==> src/common/qwud_pkg.sv <==
package qwud_pkg;

  // ==========================================================================
  // Array geometry
  localparam int unsigned NUM_WIPERS = 4;
  localparam int unsigned POS_W      = 8;
  localparam int unsigned NUM_TAPS   = 256;
  localparam int unsigned ROW_W      = 2;
  localparam int unsigned MEM_AW     = 4;
  localparam int unsigned SYNC_W     = 10;

  localparam logic [POS_W-1:0]    POS_MIN  = 8'h00;
  localparam logic [POS_W-1:0]    POS_MAX  = 8'hFF;
  localparam logic [POS_W-1:0]    POS_STEP = 8'h01;
  localparam logic [NUM_TAPS-1:0] TAP_LOW  = {{(NUM_TAPS-1){1'b0}}, 1'b1};
  localparam logic [ROW_W-1:0]    ROW_DEF  = 2'h0;
  localparam logic [POS_W-1:0]    MEM_INIT = 8'h00;

  // ==========================================================================
  // Two-wire register map and slave address
  localparam logic [7:0] ADDR_STATUS   = 8'h07;
  localparam logic [7:0] ADDR_DCP_LAST = 8'h03;
  localparam logic [2:0] SR_RESET      = 3'h0;
  localparam int unsigned SR_NV_BIT    = 0;
  localparam int unsigned SR_ROW_LO    = 1;
  localparam int unsigned SR_ROW_HI    = 2;
  // Arbitrary neutral device type value.
  localparam logic [3:0] TYPE_ID_DEF   = 4'hA;
  localparam logic [3:0] BYTE_BITS     = 4'h8;
  localparam logic [2:0] RECALL_END    = 3'h4;

  // ==========================================================================
  // Timing
  localparam int unsigned CLK_PERIOD_NS = 4;
  localparam int unsigned T_NV_WRITE_MS = 5;
  localparam int unsigned NV_WRITE_CYC  = T_NV_WRITE_MS * 1000000 / CLK_PERIOD_NS;
  localparam int unsigned BUSY_W        = 21;

  typedef enum logic [3:0] {
    S_IDLE   = 4'b0000,
    S_DEV    = 4'b0001,
    S_DEVACK = 4'b0010,
    S_REG    = 4'b0011,
    S_REGACK = 4'b0100,
    S_WR     = 4'b0101,
    S_WRACK  = 4'b0110,
    S_RD     = 4'b0111,
    S_RDACK  = 4'b1000
  } qwud_state_t;

endpackage

==> src/design/qwud_sync.sv <==
module qwud_sync #(
  parameter int unsigned W = 1
) (
  input  wire logic         i_clk,
  input  wire logic         i_rst,
  input  wire logic [W-1:0] i_d,
  output logic      [W-1:0] o_q
);

  // ==========================================================================
  // Two-stage synchroniser, idle-high reset to match released bus lines.
  logic [W-1:0] meta_r;

  for (genvar b = 0; b < W; b++) begin : g_bit
    always_ff @(posedge i_clk or posedge i_rst) begin
      if (i_rst) begin
        meta_r[b] <= 1'b1;
        o_q[b]    <= 1'b1;
      end else begin
        meta_r[b] <= i_d[b];
        o_q[b]    <= meta_r[b];
      end
    end
  end

endmodule // qwud_sync

==> src/design/qwud_nvmem.sv <==
module qwud_nvmem #(
  parameter int unsigned       DW   = 8,
  parameter int unsigned       AW   = 4,
  parameter logic [DW-1:0]     INIT = '0
) (
  input  wire logic          i_clk,
  input  wire logic          i_we,
  input  wire logic [AW-1:0] i_addr,
  input  wire logic [DW-1:0] i_wdata,
  output logic      [DW-1:0] o_rdata
);

  // ==========================================================================
  // Saved positions: not cleared by reset, so they survive a power cycle.
  logic [DW-1:0] mem [2**AW];

  initial begin
    for (int i = 0; i < 2**AW; i++) begin
      mem[i] = INIT;
    end
  end

  always_ff @(posedge i_clk) begin
    if (i_we) begin
      mem[i_addr] <= i_wdata;
    end
    o_rdata <= mem[i_addr];
  end

endmodule // qwud_nvmem

==> src/design/qwud_top.sv <==
// Overview of operation
// - Each 8-bit wiper position decodes to exactly one of 256 tap enables.
// - Position zero selects the low-end tap, all ones the high-end tap.
// - Each wiper has a writable position plus four readable, writable saved registers.
// - At power-up each position loads from its saved register row zero.
// - With chip select low, clock falling edges count up or down per direction.
// - Two channel select inputs pick the counted wiper as a binary index.
// - Chip select rising with clock and write-protect high stores position to row zero.
// - Chip select rising with clock low returns to standby without storing.
// - Chip select rising with clock high but write-protect low stores nothing.
// - Direction may change any time; two-wire bus ignored while chip select low.
// - Device is a slave; transfers start with START, address byte, MSB first.
// - START is data falling, STOP data rising, both with clock high.
// - Data pin stays released after power-up until a response is required.
// - Address byte holds type id, three pin-matched bits and a read flag.
// - Device acknowledges a matching address and every written byte.
// - Transmitter releases data after eight bits; receiver pulls low on ninth.
// - Read sends eight bits, continues on acknowledge, stops without one.
// - STOP after a read returns the device to standby.
// - After a saved-register write's STOP, a self-timed 5 ms cycle blocks commands.
// - Address is not acknowledged while the internal write is busy.
// - Status register at 07h resets to 00h; bits 2:1 row, bit 0 saved select.
module qwud_top #(
  parameter int unsigned P_NV_WRITE_CYC = qwud_pkg::NV_WRITE_CYC,
  parameter logic [3:0]  P_TYPE_ID      = qwud_pkg::TYPE_ID_DEF
) (
  input  wire logic                                            i_sys_clk,
  input  wire logic                                            i_rst,
  input  wire logic                                            i_cs_n,
  input  wire logic                                            i_scl,
  input  wire logic                                            i_sda,
  output logic                                                 o_sda_out,
  output logic                                                 o_sda_oe,
  input  wire logic                                            i_updown,
  input  wire logic                                            i_channel_sel_lsb,
  input  wire logic                                            i_channel_sel_msb,
  input  wire logic                                            i_wp_n,
  input  wire logic                                            i_addr_pin_0,
  input  wire logic                                            i_addr_pin_1,
  input  wire logic                                            i_addr_pin_2,
  output logic [qwud_pkg::NUM_WIPERS-1:0][qwud_pkg::NUM_TAPS-1:0] o_tap_en,
  output logic                                                 o_nv_busy
);
  import qwud_pkg::*;
  // ==========================================================================
  // Input synchronisation and edge detection
  logic [SYNC_W-1:0] sy;
  logic scl_s, sda_s, cs_s, up_s, wp_s;
  logic [1:0] sel_w;
  logic [2:0] pins_w;
  logic scl_q_r, sda_q_r, cs_q_r;
  logic scl_rise, scl_fall, start_ev, stop_ev, cs_rise;
  qwud_sync #(.W(SYNC_W)) u_sync (
    .i_clk (i_sys_clk),
    .i_rst (i_rst),
    .i_d   ({i_addr_pin_2, i_addr_pin_1, i_addr_pin_0, i_wp_n, i_channel_sel_msb,
             i_channel_sel_lsb, i_updown, i_cs_n, i_sda, i_scl}),
    .o_q   (sy)
  );
  assign scl_s  = sy[0];
  assign sda_s  = sy[1];
  assign cs_s   = sy[2];
  assign up_s   = sy[3];
  assign sel_w  = sy[5:4];
  assign wp_s   = sy[6];
  assign pins_w = sy[9:7];
  always_ff @(posedge i_sys_clk or posedge i_rst) begin
    if (i_rst) begin
      scl_q_r <= 1'b1;
      sda_q_r <= 1'b1;
      cs_q_r  <= 1'b1;
    end else begin
      scl_q_r <= scl_s;
      sda_q_r <= sda_s;
      cs_q_r  <= cs_s;
    end
  end
  assign scl_rise = scl_s & ~scl_q_r;
  assign scl_fall = ~scl_s & scl_q_r;
  assign start_ev = scl_s & scl_q_r & sda_q_r & ~sda_s;
  assign stop_ev  = scl_s & scl_q_r & ~sda_q_r & sda_s;
  assign cs_rise  = cs_s & ~cs_q_r;
  qwud_state_t st_r;
  logic [3:0]  bcnt_r;
  logic [7:0]  sh_r, tx_sh_r, reg_addr_r, tx_byte;
  logic [2:0]  sr_r;
  logic        rw_r, sda_oe_r, nv_pend_r;
  logic [BUSY_W-1:0] busy_cnt_r;
  logic        busy;
  logic [2:0]  rc_r;
  logic        done_r;
  logic [NUM_WIPERS-1:0][POS_W-1:0] pos_r;
  logic        mem_we;
  logic [MEM_AW-1:0] mem_addr;
  logic [POS_W-1:0]  mem_wdata, mem_rdata;
  logic        store_go, cnt_go, byte_done, wr_byte, dcp_hit, nv_sel, load_tx;
  logic        dr_wr, pos_i2c_we;
  logic [POS_W-1:0]  pos_i2c_val;
  assign busy      = busy_cnt_r != '0;
  assign nv_sel    = sr_r[SR_NV_BIT];
  assign dcp_hit   = reg_addr_r <= ADDR_DCP_LAST;
  assign byte_done = scl_fall && (bcnt_r == BYTE_BITS);
  assign wr_byte   = (st_r == S_WR) && byte_done;
  assign dr_wr     = done_r && wr_byte && nv_sel && dcp_hit && wp_s;
  assign load_tx   = scl_fall && (((st_r == S_DEVACK) && rw_r) || (st_r == S_RDACK));
  // Up/down stores ignore the row select bits and always use row zero.
  assign store_go  = done_r && cs_rise && scl_s && wp_s && !busy;
  assign cnt_go    = done_r && !cs_s && scl_fall;
  // ==========================================================================
  // Saved register storage and port arbitration
  always_comb begin
    mem_we    = 1'b0;
    mem_addr  = {reg_addr_r[1:0], sr_r[SR_ROW_HI:SR_ROW_LO]};
    mem_wdata = sh_r;
    if (!done_r) begin
      mem_addr = {rc_r[1:0], ROW_DEF};
    end else if (store_go) begin
      mem_we    = 1'b1;
      mem_addr  = {sel_w, ROW_DEF};
      mem_wdata = pos_r[sel_w];
    end else if (dr_wr) begin
      mem_we = 1'b1;
    end
  end
  qwud_nvmem #(.DW(POS_W), .AW(MEM_AW), .INIT(MEM_INIT)) u_mem (
    .i_clk   (i_sys_clk),
    .i_we    (mem_we),
    .i_addr  (mem_addr),
    .i_wdata (mem_wdata),
    .o_rdata (mem_rdata)
  );
  // ==========================================================================
  // Power-up recall: one read per wiper, captured a cycle later
  always_ff @(posedge i_sys_clk or posedge i_rst) begin
    if (i_rst) begin
      rc_r   <= '0;
      done_r <= 1'b0;
    end else if (!done_r) begin
      rc_r   <= rc_r + 3'h1;
      done_r <= rc_r == RECALL_END;
    end
  end
  // ==========================================================================
  // Wiper positions
  always_comb begin
    pos_i2c_we  = 1'b0;
    pos_i2c_val = sh_r;
    if (wr_byte && dcp_hit && (!nv_sel || dr_wr)) begin
      pos_i2c_we = 1'b1;
    end else if (load_tx && nv_sel && dcp_hit) begin
      pos_i2c_we  = 1'b1;
      pos_i2c_val = mem_rdata;
    end
  end
  always_ff @(posedge i_sys_clk or posedge i_rst) begin
    if (i_rst) begin
      pos_r <= '0;
    end else if (!done_r) begin
      if (rc_r != '0) begin
        pos_r[2'(rc_r - 3'h1)] <= mem_rdata;
      end
    end else if (cnt_go) begin
      if (up_s && pos_r[sel_w] != POS_MAX) begin
        pos_r[sel_w] <= pos_r[sel_w] + POS_STEP;
      end else if (!up_s && pos_r[sel_w] != POS_MIN) begin
        pos_r[sel_w] <= pos_r[sel_w] - POS_STEP;
      end
    end else if (pos_i2c_we && done_r) begin
      pos_r[reg_addr_r[1:0]] <= pos_i2c_val;
    end
  end
  // ==========================================================================
  // Tap decode, registered so that switch enables never glitch
  for (genvar w = 0; w < NUM_WIPERS; w++) begin : g_tap
    always_ff @(posedge i_sys_clk or posedge i_rst) begin
      if (i_rst) begin
        o_tap_en[w] <= '0;
      end else begin
        o_tap_en[w] <= TAP_LOW << pos_r[w];
      end
    end

  end
  // ==========================================================================
  // Self-timed nonvolatile write
  always_ff @(posedge i_sys_clk or posedge i_rst) begin
    if (i_rst) begin
      busy_cnt_r <= '0;
      nv_pend_r  <= 1'b0;
    end else if ((cs_s && stop_ev && nv_pend_r) || store_go) begin
      busy_cnt_r <= BUSY_W'(P_NV_WRITE_CYC);
      nv_pend_r  <= 1'b0;
    end else begin
      busy_cnt_r <= busy ? busy_cnt_r - 1'b1 : busy_cnt_r;
      nv_pend_r  <= nv_pend_r | dr_wr;
    end
  end
  // ==========================================================================
  // Two-wire slave
  assign tx_byte = (reg_addr_r == ADDR_STATUS) ? {5'h00, sr_r} :
                   !dcp_hit ? 8'h00 : nv_sel ? mem_rdata : pos_r[reg_addr_r[1:0]];
  always_ff @(posedge i_sys_clk or posedge i_rst) begin
    if (i_rst) begin
      st_r       <= S_IDLE;
      bcnt_r     <= '0;
      sh_r       <= '0;
      tx_sh_r    <= '0;
      reg_addr_r <= '0;
      sr_r       <= SR_RESET;
      rw_r       <= 1'b0;
      sda_oe_r   <= 1'b0;
    end else if (!cs_s) begin
      st_r     <= S_IDLE;
      sda_oe_r <= 1'b0;
    end else if (start_ev) begin
      st_r     <= S_DEV;
      bcnt_r   <= '0;
      sda_oe_r <= 1'b0;
    end else if (stop_ev) begin
      st_r     <= S_IDLE;
      sda_oe_r <= 1'b0;
    end else begin
      case (st_r)
        S_DEV, S_REG, S_WR: begin
          if (scl_rise) begin
            sh_r   <= {sh_r[6:0], sda_s};
            bcnt_r <= bcnt_r + 4'h1;
          end else if (byte_done) begin
            bcnt_r <= '0;
            if (st_r == S_REG) begin
              reg_addr_r <= sh_r;
              sda_oe_r   <= 1'b1;
              st_r       <= S_REGACK;
            end else if (st_r == S_WR) begin
              if (reg_addr_r == ADDR_STATUS) begin
                sr_r <= sh_r[2:0];
              end
              sda_oe_r <= 1'b1;
              st_r     <= S_WRACK;
            end else if (sh_r[7:4] == P_TYPE_ID && sh_r[3:1] == pins_w && !busy) begin
              rw_r     <= sh_r[0];
              sda_oe_r <= 1'b1;
              st_r     <= S_DEVACK;
            end else begin
              st_r <= S_IDLE;
            end
          end
        end
        S_DEVACK, S_RDACK: begin
          if (st_r == S_RDACK && scl_rise && sda_s) begin
            st_r <= S_IDLE;
          end else if (load_tx) begin
            sda_oe_r <= ~tx_byte[7];
            tx_sh_r  <= {tx_byte[6:0], 1'b0};
            bcnt_r   <= '0;
            st_r     <= S_RD;
          end else if (scl_fall) begin
            sda_oe_r <= 1'b0;
            st_r     <= S_REG;
          end
        end
        S_REGACK, S_WRACK: begin
          if (scl_fall) begin
            sda_oe_r <= 1'b0;
            st_r     <= S_WR;
          end
        end
        S_RD: begin
          if (scl_rise) begin
            bcnt_r <= bcnt_r + 4'h1;
          end else if (byte_done) begin
            sda_oe_r <= 1'b0;
            bcnt_r   <= '0;
            st_r     <= S_RDACK;
          end else if (scl_fall) begin
            sda_oe_r <= ~tx_sh_r[7];
            tx_sh_r  <= {tx_sh_r[6:0], 1'b0};
          end
        end
        default: begin
          st_r <= S_IDLE;
        end
      endcase
    end
  end
  // ==========================================================================
  // Output flops; the data pin only ever pulls low.
  always_ff @(posedge i_sys_clk or posedge i_rst) begin
    if (i_rst) begin
      o_sda_out <= 1'b0;
      o_sda_oe  <= 1'b0;
      o_nv_busy <= 1'b0;
    end else begin
      o_sda_out <= 1'b0;
      o_sda_oe  <= sda_oe_r;
      o_nv_busy <= busy;
    end
  end
  // ==========================================================================
  // Checks; the helper flops need no reset because the checks are off in reset.
  logic [1:0]       sel_q_r;
  logic [POS_W-1:0] old_q_r;
  always_ff @(posedge i_sys_clk) begin
    sel_q_r <= sel_w;
    old_q_r <= pos_r[sel_w];
  end
endmodule // qwud_top

==> config.mk <==
export PLATFORM = sky130hd
export DESIGN_NAME = qwud_top
export DESIGN_NICKNAME = d
export VERILOG_FILES = /design/src/common/qwud_pkg.sv /design/src/design/qwud_sync.sv /design/src/design/qwud_nvmem.sv /design/src/design/qwud_top.sv
export SDC_FILE = /design/constraint.sdc
export NUM_CORES = 2
export LEC_CHECK = 0
export BUFFER_PORTS_ARGS = -buffer_cell sky130_fd_sc_hd__buf_2
export CELL_PAD_IN_SITES_DETAIL_PLACEMENT = 1
export CELL_PAD_IN_SITES_GLOBAL_PLACEMENT = 1
export CORE_MARGIN = 8
export CORE_UTILIZATION = 25
export CTS_CLUSTER_SIZE = 12
export DETAILED_ROUTE_END_ITERATION = 7
export PLACE_DENSITY_LB_ADDON = 0.1
export SLEW_MARGIN = 20
export SYNTH_ARGS = -nofsm -noshare
export SYNTH_HDL_FRONTEND = slang
export SYNTH_SLANG_ARGS = --single-unit
==> constraint.sdc <==
create_clock -name i_sys_clk -period 42.2 [get_ports i_sys_clk]
set_input_delay 8.44 -clock i_sys_clk [delete_from_list [all_inputs] [get_ports i_sys_clk]]
set_output_delay 8.44 -clock i_sys_clk [all_outputs]
set_load 0.05 [all_outputs]
# Word-level counts from Yosys, hierarchy flattened
# Memory sizes are Yosys's and may differ from the RTL's. A register that Yosys moved wholly into a read port is not among the register bits.
# Cells that the tools add are included.
[op_classes]
reduce_logical = 57
n_bitwise = 21
mux = 83
shift = 4
addsub = 6
eq_ne = 35
order_cmp = 7
[op_table]
columns = ["operator", "n"]
rows = [
  ["1-bit by 8-bit left shift with 256-bit output, first input constant", 4],
  ["32-bit 2-to-1 mux", 6],
  ["8-bit 2-to-1 mux", 17],
  ["32-bit bitwise mux", 4],
  ["4-bit 2-to-1 mux", 19],
  ["8-bit demux with 2-bit select", 3],
  ["21-bit 2-to-1 mux", 2],
  ["8-bit binary-select mux with 2-bit select", 2],
  ["1-bit logical AND", 30],
  ["5-bit != test, second input constant", 6],
  ["9-bit AND reduction", 3],
  ["1-bit 2-to-1 mux", 23],
  ["7-bit != test, second input constant", 3],
  ["21-bit nonzero test", 1],
  ["21-bit by 1-bit subtractor with 21-bit output, second input constant", 1],
  ["4-bit by 3-bit == test with 1-bit output, second input constant", 4],
  ["4-bit case mux with 4 select lines", 1],
  ["8-bit case mux with 2 select lines", 1],
  ["7-bit AND reduction", 2],
  ["4-bit == test, second input constant", 3],
  ["2-bit != test, second input constant", 6],
  ["1-bit inverter", 12],
  ["6-bit AND reduction", 2],
  ["2-bit by 3-bit < comparator with 1-bit output, second input constant", 3],
  ["34 further kinds", 55],
]
[word_totals]
ramBits = 128
word_cells = 259
out_inout_bits = 1027
input_bits = 12
mem_count = 1
ff_bits = 1144
[mem_list]
columns = ["name", "depth", "word_bits", "read_ports", "rd_clocked_by_memory_dff", "wr", "line", "source"]
rows = [
  ["u_mem.mem", 16, 8, 1, 1, 1, "qwud_nvmem.sv:15", "logic [DW-1:0] mem [2**AW];"],
]

# Logic depth before layout (Yosys ltp)
[depth]
word_depth = 15
ltp_mapped = 13
mapped_depth_nobuf = 9

# By module
# Synthesis repeated with hierarchy kept, for this count alone.
[hier_totals]
hier_cells = 3548
hier_area_um2 = 44112.3
[modules_own_cells]
columns = ["mod", "instances", "seq_area_each_um2", "cells_per_inst", "area_each_um2"]
rows = [
  ["qwud_top", 1, 28105.7, 3297, 38515.7],
  ["qwud_nvmem", 1, 4003.8, 230, 5067.4],
  ["qwud_sync", 1, 525.5, 21, 529.3],
]

# Least setup slack after synthesis
# No wires, ideal clock.
[synth_timing]
path_kind = "register -> output"
startpoint = "reg o_nv_busy"
endpoint = "out o_nv_busy"
t_required_ns = 33.760
arrival_time_ns = 0.586
slack_ns = 33.174
n_path_buf = 0
path_stages_with_launch = 1
cell_sequence = "dfrtp_1"
[synth_lines]
columns = ["item", "line", "source"]
rows = [
  ["start, declared", "qwud_top.sv:42", "output logic o_nv_busy"],
  ["start signal, assigned", "qwud_top.sv:296", "o_nv_busy <= busy;"],
]
# No word-level cell between the ends.

==> impl_metrics.py <==
metrics = {
    "timing": {
        "hold_viol": 0,
        "final-setup-viol-count": 0,
        "fmax_mhz": 75.3,
        "max_slew_margin_pct": 26.4,
        "drv_slew": 0,
        "rsz0062_at_grt": "no",
        "final.setup.tns_ns": 0,
        "post-route-min-period_ns": 13.29,
        "period_share_pct": 31.5,
        "worst_pin_slew_ns": 1.10,
        "finalClockSkew_ns": 0.0390,
    },
    "setup_path": {
        "endpoint_kind": "async pin",
        "r2r_start": "busy_cnt_r[0]$_DFFE_PP0P_",
        "cp.required_ns": 43.01,
        "path_cells": "buf_2 -> inv_8 -> buf_12 -> buf_12 -> buf_12 -> buf_4 -> buf_4 -> buf_4",
        "cp_slowest_cell": "buf_4",
        "crit_arrival_ns": 14.10,
        "cp_slowest_stage_delay_ns": 0.84,
        "setup.worst_path.start_class": "primary input",
        "worst-r2r-setup-slack_ns": 37.59,
        "crit_path_start": "i_rst",
        "critPathMaxFanout": 169,
        "critPathKind": "primary input to async pin",
    },
    "synth": {
        "avgSynthCellArea_um2": 12.3,
        "yosysTopAreaCell": "dfrtp_1",
        "ys_ff_latch": 1279,
        "synth_cell_type_count": 82,
        "syn_area_um2": 44000,
        "synthTopCellsByArea": "dfrtp_1, nor2_1, edfxtp_1",
        "ys.flop_type": "dfrtp_1",
        "synth_edf_count": 128,
        "synth.most_common_cell": "dfrtp_1",
        "synth_top_area_share_pct": 63.7,
        "netlist_instances": 3581,
        "synthArstFlopShare_pct": 89.4,
        "synth_seq_area_share_pct": 74.2,
        "yosys-top-cells-count": "dfrtp_1, nor2_1, nand2_1, clkbuf_1, edfxtp_1",
        "synth_fp_nets": 3605,
        "ys_warn_count": 0,
    },
    "die": {
        "die-area_um2": 190000,
        "die_h_um": 435,
        "die_w_um": 435,
        "num_io_pins": 1039,
        "core-area_um2": 176000,
        "start_util_pct": 25.1,
        "rows": 154,
    },
    "pwr": {
        "ir_worst_vdd_uv": 38.8,
        "internal-power_uw": 2080,
        "p_leak_uw": 0.0281,
        "power_frac_seq_pct": 45.5,
        "powerDensity_nw_per_um2": 49.9,
        "power.share.switching_pct": 26.6,
        "pwr-share-comb_pct": 8.2,
        "p_switching_uw": 754,
        "power_frac_clock_pct": 46.2,
    },
    "clocking": {
        "cts_buffers": 150,
        "clkTransAtPathRegs_ns": 0.06,
        "cts_tree": "built",
        "cts_root_buf": "clkbuf_16",
        "postCtsResizedCells": 0,
        "cts.sinks": 1279,
        "cts_hold_buf": 0,
        "h-tree-depth": 4,
        "cts_buffer_depth": 3,
        "post-cts-setup-buffers": 0,
        "clkLatencyLatePin_ns": 0.80,
    },
    "cells_and_area": {
        "nFillCells": 19300,
        "area_growth_pct": 29.1,
        "drive_above_1_share_pct": 30.7,
        "fin_nets": 4632,
        "final_core_util_pct": 32.3,
    },
    "global_routing": {
        "grt_pass1_vias": 33500,
        "gr-total-overflow": 0,
        "grt_antenna_before_repair": 7,
        "grt_pass1_wl_um": 280000,
        "track_usage_pct": 20.4,
        "grt_max_degree": 170,
    },
    "routing": {
        "routed-via-count": 31600,
        "drtPass1Iterations": 5,
        "drt-initial-drc-count": 1939,
        "drtAntennaViolNets": 0,
        "via_per_inst": 4.46,
        "drc": 0,
        "wl_um": 198000,
        "wl_per_cell_um": 28.1,
    },
    "hold_path": {
        "min-delay-start": "u_sync.meta_r[6]$_DFF_PP1_",
        "min_path_type": "flip-flop to flip-flop",
    },
    "place": {
        "hpwl_um": 146000,
        "routabilityCongestion": 0.805,
        "io_buffers": 1037,
    },
    "run_status": {
        "status": "finished, final reports clean",
    },
    "flow_run": {
        "drv_cap": 0,
    },
}
metrics by stage:
step / cell area [um2] / power, uW / setup WS [ns] / cells / hold slack, ns
after global placement: 51800 / 1550 / 27.85 / 6794 / 0.346
final: 56800 / 2830 / 28.91 / 7070 / 0.332
after detailed placement: 51800 / 1550 / 27.79 / 6795 / 0.348
after CTS: 56700 / 2880 / 28.71 / 7065 / 0.331
after floorplan: 44000 / 1450 / 1.61 / 3581 / 0.345
after global routing: 56800 / 2940 / 28.17 / 7069 / 0.344
path summary, 6_finish.rpt:
path / to / depth (start not counted)
setup / recovery: o_tap_en[618]$_DFF_PP0_ / 8
hold / removal: u_sync.o_q[6]$_DFF_PP1_ / 0
setup reg to reg: u_mem.mem[5][3]$_DFFE_PP_ / 8
hold reg to reg: u_sync.o_q[6]$_DFF_PP1_ / 0
max in group i_sys_clk: o_tap_en[285] / 1
min in group asynchronous: o_tap_en[60]$_DFF_PP0_ / 2
registers in the layout, summed over array words and instances, names as in the netlist, 3 cells and up:
register and count:
pos_r 32, tx_sh_r 7, u_sync.meta_r 10, u_mem.o_rdata 8, rc_r 3, bcnt_r 4
sr_r 3, reg_addr_r 8, sh_r 8, u_sync.o_q 10, o_tap_en 1024, u_mem.mem 128
busy_cnt_r 21, st_r 4
power by group through the flow:
| stage | registers, uW | logic (uW) | clock network, uW |
|---|---|---|---|
| after global placement | 1310 | 237 | 0 |
| final | 1290 | 233 | 1310 |
| after detailed placement | 1310 | 239 | 0 |
| after CTS | 1290 | 239 | 1350 |
| after global routing | 1290 | 253 | 1390 |
| after floorplan | 1330 | 118 | 0 |
area by class of cell:
| class | instances | area (um2) | area share, % |
|---|---|---|---|
| flip-flops and latches | 1279 | 32600 | 57.5 |
| inverters | 16 | 67.6 | 0.119 |
| diodes | 4 | 10.0 | 0.0176 |
| multi-input cells | 2064 | 10400 | 18.4 |
| clock buffers | 223 | 4400 | 7.75 |
| repair buffers | 1097 | 5710 | 10.1 |
| well taps | 2340 | 2930 | 5.16 |
| clock inverters | 47 | 566 | 0.996 |
logic make-up after synthesis:
group | share of synthesized area [%]
simple gates | 15.9
flops | 74.2
compound gates | 3.95
buf+inv | 2.11
mux | 2.96
xor+xnor | 0.498
fa+ha+maj | 0.341
other cells | 0.00852
per-layer routing:
metal	global-route usage (%)	up-vias	share of wire [%]
met5	0	-	0.0066
met4	7.02	2	3.5
met3	4.57	239	4.8
met2	35.4	811	51
met1	25.0	16700	41
li1	-	13800	-
placed cells by master, fill, tap and decap left out, types with 48 or more instances in the layout:
master     count
buf_2       1037
a21oi_1       49
dfrtp_1     1118
nor2_1      1119
nand3_1       65
nor2b_1       49
nor3_1        61
clkbuf_16    153
nand2_1      246
buf_4         54
mux2_2        48
edfxtp_1     128
critical path, delay by kind of cell:
kind / cells / cell delay, ns
buffers and inverters: 8 / 5.09
(Power assumes the default switching activity.)
